--- src/core/pepw_pkg.sv ---
// Package: constants and types of the parallel EEPROM page write host controller
package pepw_pkg;
	localparam int unsigned CLK_MHZ        = 125;
	localparam int unsigned ADDR_W         = 13;
	localparam int unsigned DATA_W         = 8;
	localparam int unsigned ARRAY_DEPTH    = 8192;
	localparam int unsigned PAGE_BYTES     = 32;
	localparam int unsigned PAGE_LSB       = 5;
	localparam int unsigned POLL_BIT       = 7;
	// Strobe timing in ns, and cycle counts derived from the clock rate
	localparam int unsigned WP_MIN_NS      = 100;
	localparam int unsigned WP_MAX_NS      = 1000;
	localparam int unsigned WPH_MIN_NS     = 50;
	localparam int unsigned ACC_MAX_NS     = 120;
	localparam int unsigned WP_CYC         = (WP_MIN_NS * CLK_MHZ + 999) / 1000;
	localparam int unsigned WP_MAX_CYC     = (WP_MAX_NS * CLK_MHZ) / 1000;
	localparam int unsigned WPH_CYC        = (WPH_MIN_NS * CLK_MHZ + 999) / 1000;
	localparam int unsigned ACC_CYC        = (ACC_MAX_NS * CLK_MHZ + 999) / 1000 + 2;
	// Long times in us / ms, turned into default cycle counts below
	localparam int unsigned PLW_MAX_US     = 150;
	localparam int unsigned WC_MAX_MS      = 2;
	localparam int unsigned PWRUP_MS       = 5;
	localparam int unsigned CLEAR_MS       = 10;
	localparam int unsigned PLW_CYC_DEF    = PLW_MAX_US * CLK_MHZ;
	localparam int unsigned WC_CYC_DEF     = WC_MAX_MS * 1000 * CLK_MHZ;
	localparam int unsigned PWRUP_CYC_DEF  = PWRUP_MS * 1000 * CLK_MHZ;
	localparam int unsigned CLEAR_CYC_DEF  = CLEAR_MS * 1000 * CLK_MHZ;
	localparam int unsigned CNT_W          = 24;
	localparam logic [ADDR_W-1:0] ID_BASE  = 13'h1FE0;

	// Commands from the user port
	typedef enum logic [1:0] {PEPW_CMD_READ, PEPW_CMD_PAGE, PEPW_CMD_CLEAR} pepw_cmd_t;

	// One user request
	typedef struct packed {
		pepw_cmd_t           cmd;
		logic                id_space;
		logic [ADDR_W-1:0]   addr;
		logic [5:0]          count;
	} pepw_req_t;

	// Pin drive group
	typedef struct packed {
		logic                cs_n;
		logic                oe_n;
		logic                we_n;
		logic                oe_hv;
		logic                id_hv;
		logic [ADDR_W-1:0]   addr;
		logic [DATA_W-1:0]   dout;
		logic                doe;
	} pepw_pins_t;
endpackage : pepw_pkg

--- src/core/pepw_host.sv ---
// Host controller that reads, page-writes and clears an 8K x 8 parallel EEPROM
// How it works
// - Write pulses strobe with select low, OE high.
// - All loads within 150 us of first.
// - Page address held fixed during loads.
// - Next access after a page write only after polling completes or times out; a clear goes straight back to idle.
// - Clear: OE high voltage, 10 ms strobe.
// - Id space raises id line high voltage.
module pepw_host
	import pepw_pkg::*;
#(
	parameter int unsigned PLW_CYC   = PLW_CYC_DEF,
	parameter int unsigned WC_CYC    = WC_CYC_DEF,
	parameter int unsigned PWRUP_CYC = PWRUP_CYC_DEF,
	parameter int unsigned CLEAR_CYC = CLEAR_CYC_DEF
) (
	input  wire logic              SYS_CLK,
	input  wire logic              RST,
	input  wire pepw_req_t         REQ,
	input  wire logic              REQ_VALID,
	output logic                   REQ_READY,
	input  wire logic [DATA_W-1:0] WDATA,
	input  wire logic [4:0]        WBYTE,
	input  wire logic              WDATA_VALID,
	output logic                   WDATA_READY,
	output logic [DATA_W-1:0]      RDATA,
	output logic                   RDATA_VALID,
	output logic                   DONE,
	output logic                   TIMEOUT,
	output logic                   CS_N,
	output logic                   OE_N,
	output logic                   WE_N,
	output logic                   OE_HV,
	output logic                   ID_HV,
	output logic [ADDR_W-1:0]      ADDRESS_LINES,
	output logic [DATA_W-1:0]      DATA_PINS_O,
	output logic                   DATA_PINS_OE,
	input  wire logic [DATA_W-1:0] DATA_PINS_I
);
	typedef enum {S_LOCK, S_IDLE, S_RD, S_LD_WAIT, S_LD_SET, S_LD_LOW, S_LD_HIGH,
		S_PL_SET, S_PL_RD, S_PL_GAP, S_CL_SET, S_CL_LOW, S_CL_HOLD} pepw_state_t;

	pepw_state_t            state_ff;
	pepw_pins_t             pins_ff;
	logic [CNT_W-1:0]       tmr_ff;
	logic [CNT_W-1:0]       plw_ff;
	logic [CNT_W-1:0]       wc_ff;
	logic [5:0]             left_ff;
	logic [DATA_W-1:0]      last_ff;
	logic [ADDR_W-1:0]      base_ff;
	logic [DATA_W-1:0]      sync1_ff;
	logic [DATA_W-1:0]      sync2_ff;
	logic                   req_rdy_ff;
	logic                   wd_rdy_ff;
	logic [DATA_W-1:0]      rdata_ff;
	logic                   rvalid_ff;
	logic                   done_ff;
	logic                   tout_ff;
	logic                   tmr_zero;
	logic                   loaded_ff;

	assign tmr_zero = (tmr_ff == '0);

	// Two-stage synchroniser on the data pins
	always_ff @(posedge SYS_CLK or posedge RST) begin
		if (RST) begin
			sync1_ff <= '0;
			sync2_ff <= '0;
		end else begin
			sync1_ff <= DATA_PINS_I;
			sync2_ff <= sync1_ff;
		end
	end

	// Main sequencer for pins and handshakes
	always_ff @(posedge SYS_CLK or posedge RST) begin
		if (RST) begin
			state_ff   <= S_LOCK;
			pins_ff    <= '{cs_n: 1'b1, oe_n: 1'b1, we_n: 1'b1, oe_hv: 1'b0, id_hv: 1'b0,
				addr: '0, dout: '0, doe: 1'b0};
			tmr_ff     <= CNT_W'(PWRUP_CYC);
			plw_ff     <= '0;
			wc_ff      <= '0;
			left_ff    <= '0;
			last_ff    <= '0;
			base_ff    <= '0;
			req_rdy_ff <= 1'b0;
			wd_rdy_ff  <= 1'b0;
			rdata_ff   <= '0;
			rvalid_ff  <= 1'b0;
			done_ff    <= 1'b0;
			tout_ff    <= 1'b0;
			loaded_ff  <= 1'b0;
		end else begin
			rvalid_ff <= 1'b0;
			done_ff   <= 1'b0;
			tout_ff   <= 1'b0;
			if (!tmr_zero) begin
				tmr_ff <= tmr_ff - 1'b1;
			end
			if (plw_ff != '0) begin
				plw_ff <= plw_ff - 1'b1;
			end
			if (wc_ff != '0) begin
				wc_ff <= wc_ff - 1'b1;
			end
			case (state_ff)
				S_LOCK: begin
					if (tmr_zero) begin
						state_ff   <= S_IDLE;
						req_rdy_ff <= 1'b1;
					end
				end
				S_IDLE: begin
					if (REQ_VALID && req_rdy_ff) begin
						req_rdy_ff    <= 1'b0;
						pins_ff.id_hv <= REQ.id_space;
						pins_ff.addr  <= REQ.id_space ? (ID_BASE | REQ.addr) : REQ.addr;
						base_ff       <= REQ.id_space ? (ID_BASE | REQ.addr) : REQ.addr;
						case (REQ.cmd)
							PEPW_CMD_READ: begin
								pins_ff.cs_n <= 1'b0;
								pins_ff.oe_n <= 1'b0;
								tmr_ff       <= CNT_W'(ACC_CYC);
								state_ff     <= S_RD;
							end
							PEPW_CMD_PAGE: begin
								// Clamp count to one..32 loads
								left_ff   <= (REQ.count == '0) ? 6'h01 :
									(REQ.count > 6'(PAGE_BYTES)) ? 6'(PAGE_BYTES) : REQ.count;
								wd_rdy_ff <= 1'b1;
								state_ff  <= S_LD_WAIT;
							end
							PEPW_CMD_CLEAR: begin
								pins_ff.cs_n  <= 1'b0;
								pins_ff.oe_hv <= 1'b1;
								tmr_ff        <= CNT_W'(WP_CYC);
								state_ff      <= S_CL_SET;
							end
							default: begin
								req_rdy_ff <= 1'b1;
							end
						endcase
					end
				end
				S_RD: begin
					if (tmr_zero) begin
						rdata_ff     <= sync2_ff;
						rvalid_ff    <= 1'b1;
						pins_ff.cs_n <= 1'b1;
						pins_ff.oe_n <= 1'b1;
						pins_ff.id_hv <= 1'b0;
						req_rdy_ff   <= 1'b1;
						state_ff     <= S_IDLE;
					end
				end
				S_LD_WAIT: begin
					// Load window closing: stop loading, go polling
					if (loaded_ff && plw_ff <= CNT_W'(WP_CYC + WPH_CYC)) begin
						wd_rdy_ff <= 1'b0;
						wc_ff     <= CNT_W'(WC_CYC);
						state_ff  <= S_PL_SET;
					end else if (WDATA_VALID && wd_rdy_ff) begin
						wd_rdy_ff <= 1'b0;
						// Page bits stay, byte bits from user
						pins_ff.addr <= {base_ff[ADDR_W-1:PAGE_LSB], WBYTE};
						pins_ff.dout <= WDATA;
						pins_ff.doe  <= 1'b1;
						pins_ff.cs_n <= 1'b0;
						pins_ff.oe_n <= 1'b1;
						last_ff      <= WDATA;
						tmr_ff       <= CNT_W'(1);
						state_ff     <= S_LD_SET;
					end
				end
				S_LD_SET: begin
					if (tmr_zero) begin
						pins_ff.we_n <= 1'b0;
						tmr_ff       <= CNT_W'(WP_CYC);
						if (!loaded_ff) begin
							plw_ff    <= CNT_W'(PLW_CYC);
							loaded_ff <= 1'b1;
						end
						state_ff <= S_LD_LOW;
					end
				end
				S_LD_LOW: begin
					if (tmr_zero) begin
						pins_ff.we_n <= 1'b1;
						tmr_ff       <= CNT_W'(WPH_CYC);
						left_ff      <= left_ff - 1'b1;
						state_ff     <= S_LD_HIGH;
					end
				end
				S_LD_HIGH: begin
					if (tmr_zero) begin
						pins_ff.doe  <= 1'b0;
						pins_ff.cs_n <= 1'b1;
						if (left_ff == '0) begin
							wc_ff    <= CNT_W'(WC_CYC);
							state_ff <= S_PL_SET;
						end else begin
							wd_rdy_ff <= 1'b1;
							state_ff  <= S_LD_WAIT;
						end
					end
				end
				S_PL_SET: begin
					loaded_ff    <= 1'b0;
					pins_ff.cs_n <= 1'b0;
					pins_ff.oe_n <= 1'b0;
					tmr_ff       <= CNT_W'(ACC_CYC);
					state_ff     <= S_PL_RD;
				end
				S_PL_RD: begin
					if (tmr_zero) begin
						pins_ff.cs_n <= 1'b1;
						pins_ff.oe_n <= 1'b1;
						if (sync2_ff[POLL_BIT] == last_ff[POLL_BIT] || wc_ff == '0) begin
							done_ff       <= 1'b1;
							tout_ff       <= (sync2_ff[POLL_BIT] != last_ff[POLL_BIT]);
							pins_ff.id_hv <= 1'b0;
							req_rdy_ff    <= 1'b1;
							state_ff      <= S_IDLE;
						end else begin
							tmr_ff   <= CNT_W'(WPH_CYC);
							state_ff <= S_PL_GAP;
						end
					end
				end
				S_PL_GAP: begin
					if (tmr_zero) begin
						state_ff <= S_PL_SET;
					end
				end
				S_CL_SET: begin
					if (tmr_zero) begin
						pins_ff.we_n <= 1'b0;
						tmr_ff       <= CNT_W'(CLEAR_CYC);
						state_ff     <= S_CL_LOW;
					end
				end
				S_CL_LOW: begin
					if (tmr_zero) begin
						pins_ff.we_n <= 1'b1;
						tmr_ff       <= CNT_W'(WP_CYC);
						state_ff     <= S_CL_HOLD;
					end
				end
				S_CL_HOLD: begin
					if (tmr_zero) begin
						pins_ff.oe_hv <= 1'b0;
						pins_ff.cs_n  <= 1'b1;
						done_ff       <= 1'b1;
						req_rdy_ff    <= 1'b1;
						state_ff      <= S_IDLE;
					end
				end
				default: begin
					state_ff <= S_LOCK;
				end
			endcase
		end
	end

	// Outputs straight from flip-flops
	assign REQ_READY     = req_rdy_ff;
	assign WDATA_READY   = wd_rdy_ff;
	assign RDATA         = rdata_ff;
	assign RDATA_VALID   = rvalid_ff;
	assign DONE          = done_ff;
	assign TIMEOUT       = tout_ff;
	assign CS_N          = pins_ff.cs_n;
	assign OE_N          = pins_ff.oe_n;
	assign WE_N          = pins_ff.we_n;
	assign OE_HV         = pins_ff.oe_hv;
	assign ID_HV         = pins_ff.id_hv;
	assign ADDRESS_LINES = pins_ff.addr;
	assign DATA_PINS_O   = pins_ff.dout;
	assign DATA_PINS_OE  = pins_ff.doe;
endmodule : pepw_host

--- config.mk ---
export PLATFORM = sky130hd
export DESIGN_NAME = pepw_host
export DESIGN_NICKNAME = d
export VERILOG_FILES = /design/src/core/pepw_pkg.sv /design/src/core/pepw_host.sv
export SDC_FILE = /design/constraint.sdc
export NUM_CORES = 1
export LEC_CHECK = 0
export BUFFER_PORTS_ARGS = -buffer_cell sky130_fd_sc_hd__buf_2
export CORE_MARGIN = 1.5
export CORE_UTILIZATION = 50
export DETAILED_ROUTE_END_ITERATION = 10
export GPL_ROUTABILITY_DRIVEN = 0
export PLACE_DENSITY = 0.7
export SYNTH_ARGS = -nofsm -noshare
export SYNTH_HDL_FRONTEND = slang
export SYNTH_SLANG_ARGS = --single-unit
export TNS_END_PERCENT = 5
--- constraint.sdc ---
create_clock -name SYS_CLK -period 4.9 [get_ports SYS_CLK]
set_input_delay 0.735 -clock SYS_CLK [delete_from_list [all_inputs] [get_ports SYS_CLK]]
set_output_delay 0.735 -clock SYS_CLK [all_outputs]
set_load 0.02 [all_outputs]
==> impl_metrics.tcl <==
set metrics [dict create \
    clkPwrFrac_pct 22.8 \
    antenna_found_initial 0 \
    clockBufferDepth 2 \
    worstReg2RegEnd "tmr_ff[0]" \
    critical_path.max_fanout 23 \
    dieArea_mm2 0.0158 \
    max_cap_viol_count 0 \
    status "complete, but fails checks" \
    ys_seq_area_share_pct 48.9 \
    worst_setup_path_start_kind "flip-flop" \
    cp_slowest_cell "nor2_4" \
    ctsHoldBuffers 0 \
    fmax_mhz 268 \
    min_to "sync2_ff[4]" \
    slew_viol_final 0 \
    synth_seq_cells 147 \
    seq_power_share_pct 37.0 \
    crit_chain "inv_1 -> ha_1 -> nor4b_1 -> nand4_1 -> nor2_4 -> inv_2 -> ha_1 -> a21boi_0 -> mux2i_1 -> o32a_1 -> a311o_1 -> a21oi_1 -> a21oi_1" \
    slew_headroom_pct 32.1 \
    nets 937 \
    p_leak_nw 3.92 \
    hold_viol 0 \
    syn_nets 857 \
    synth_simple_gate_area_share_pct 24.7 \
    final_antenna_net_count 0 \
    seqCellArea_mm2 0.00369 \
    crit_type "flip-flop to flip-flop" \
    track_usage_pct 22.8 \
    htreeDepth 4 \
    core_area_mm2 0.0146 \
    cts_repair_resize_count 0 \
    rsz0062_at_grt "false" \
    multiInputGateArea_mm2 0.00364 \
    path_clk_slew_ps 70 \
    hpwl_um 11800 \
    avgSynthCellArea_um2 9.39 \
    ys_warn_count 0 \
    io_buffers 86 \
    die_w_um 126 \
    synth-compound-area-share_pct 13.8 \
    synth_xor_area_share_pct 6.39 \
    drtPass1Iterations 8 \
    fin_crit_sh_pct 76.2 \
    setup.worst_path.end_class "flip-flop" \
    synthCells 803 \
    cp.arrival_ps 4060 \
    cts.sinks 147 \
    r2r_setup_slack_ps 1160 \
    clock-root-buffer "clkbuf_16" \
    ir_worst_vdd_v 0.000335 \
    cts_buffers 17 \
    synth_mux_area_share_pct 2.09 \
    tritoncts "built" \
    synth_top_family_by_area "simple AND/OR/NAND/NOR gates" \
    holdPathStages 0 \
    route.detailed.drc 10 \
    critPathBufInv 2 \
    r2r_start "tmr_ff[0]" \
    drt-initial-drc-count 521 \
    synthAdderAreaFrac_pct 1.16 \
    comb_power_share_pct 40.1 \
    via_per_inst 5.68 \
    synth_flop_cell "dfrtp_1" \
    worstPathRequired_ps 5220 \
    clkLatencyLatePin_ps 430 \
    utilization_pct 59.6 \
    critPathTopFamily "simple AND/OR/NAND/NOR gates" \
    violations "DRC" \
    grt_pass1_wl_um 29000 \
    synth_edf_count 0 \
    setup_tns_ps 0 \
    finalClockSkew_ps 12.3 \
    p_switching_mw 2.38 \
    min_period_ps 3740 \
    cp_slowest_stage_delay_ps 550 \
    vias 6137 \
    n_fill_cell 1264 \
    rows 44 \
    pwr_density_cell_mw_per_mm2 660 \
    final_common_cell "dfrtp_1" \
    tightest_slew_ps 1020 \
    worst-r2r-cell-count 13 \
    finalWirelength_um 17100 \
    antennaDiodeCount 0 \
    grt_pass1_vias 5836 \
    mostFrequentLayoutCells "136 x dfrtp_1, 108 x nor2_1, 97 x nand2_1" \
    cts_setup_buffers 0 \
    ios 87 \
    drive_gt1_share_pct 18.8 \
    p_int_mw 3.37 \
    synth_cell_types 79 \
    hp-class "flip-flop to flip-flop" \
    min_from "sync1_ff[4]" \
    syn2layout_area_growth_pct 15.6 \
    async_flop_share_pct 100 \
    routedWlPerCell_um 15.8 \
    syn_area_mm2 0.00754 \
    grt_max_degree 118 \
    die_h_um 126 \
    grt-ovfl-total 0 \
    netSwitchingFraction_pct 41.4 \
    setup_viol 0 \
    start_util_pct 51.5 \
]
-- synth_stat cells, types with 15 or more instances --
| master | count | share of area, % |
|---|---|---|
| inv_1 | 15 | 0.75 |
| dfrtp_1 | 136 | 45 |
| nand2_1 | 97 | 4.8 |
| clkbuf_1 | 20 | 1.0 |
| xnor2_1 | 31 | 3.6 |
| nor3_1 | 24 | 1.6 |
| a21oi_1 | 46 | 3.1 |
| xor2_1 | 24 | 2.8 |
| nand3_1 | 21 | 1.4 |
| o21ai_1 | 20 | 1.3 |
| o21ai_0 | 43 | 2.9 |
| nor2_1 | 108 | 5.4 |
-- stage by stage --
step                      worst slack [ps]  instances  total power, mW  hold slack (ps)  cell area (um^2)
after global placement                1360       1048             4.39              332              8130
after global routing                   802       1080             6.20              357              8720
final                                 1160       1080             5.76              351              8720
after CTS                             1170       1080             5.78              354              8720
after floorplan                        232        803             3.87              331              7540
after detailed placement              1190       1048             4.44              337              8130
-- sequential cells by signal, summed over array words and instances, names as in the netlist, 4 cells and up --
| signal | cells |
|---|---|
| left_ff | 6 |
| sync1_ff | 8 |
| ADDRESS_LINES | 13 |
| RDATA | 8 |
| state_ff | 4 |
| base_ff | 8 |
| sync2_ff | 8 |
| wc_ff | 24 |
| tmr_ff | 24 |
| last_ff | 8 |
| plw_ff | 24 |
-- cell type report --
class,count,area share [%]
Timing Repair Buffer,93,5.54
Clock buffer,17,4.88
Sequential cell,147,42.3
Clock inverter,15,1.92
Multi-Input combinational cell,607,41.8
Tap cell,184,2.64
Inverter,17,0.932
-- worst max-delay path by stage --
stage | cells past startpoint | start | to
after global routing | 13 | tmr_ff[0] | tmr_ff[0]
after floorplan | 1 | RST | ADDRESS_LINES[0]
after global placement | 9 | tmr_ff[0] | tmr_ff[23]
after CTS | 9 | tmr_ff[0] | tmr_ff[10]
after detailed placement | 9 | tmr_ff[0] | tmr_ff[10]
final | 13 | tmr_ff[0] | tmr_ff[0]
-- cell families after synthesis --
kind of cell	count (synthesis)
AO/OA/AOI/OAI	168
flip-flops	147
buffers and inverters	49
AND/OR/NAND/NOR	363
XOR/XNOR	55
multiplexers	14
adder cells (fa/ha/maj)	7
-- power groups by stage --
stage               Clock (mW)  Combinational, mW  Sequential (mW)
finish                    1.31               2.31             2.13
global route              1.39               2.60             2.21
CTS                       1.34               2.31             2.13
detailed placement           0               2.30             2.14
global placement             0               2.26             2.13
floorplan                    0               1.70             2.16
-- layer usage --
layer	global-route usage, %	vias to the layer above	part of all wire, %
met5	0	-	0
met4	8.05	0	1.8
met3	5.01	23	6.0
met2	35.6	174	46
met1	31.5	2925	47
li1	-	3015	-
Power figures use the tool's default switching activity.
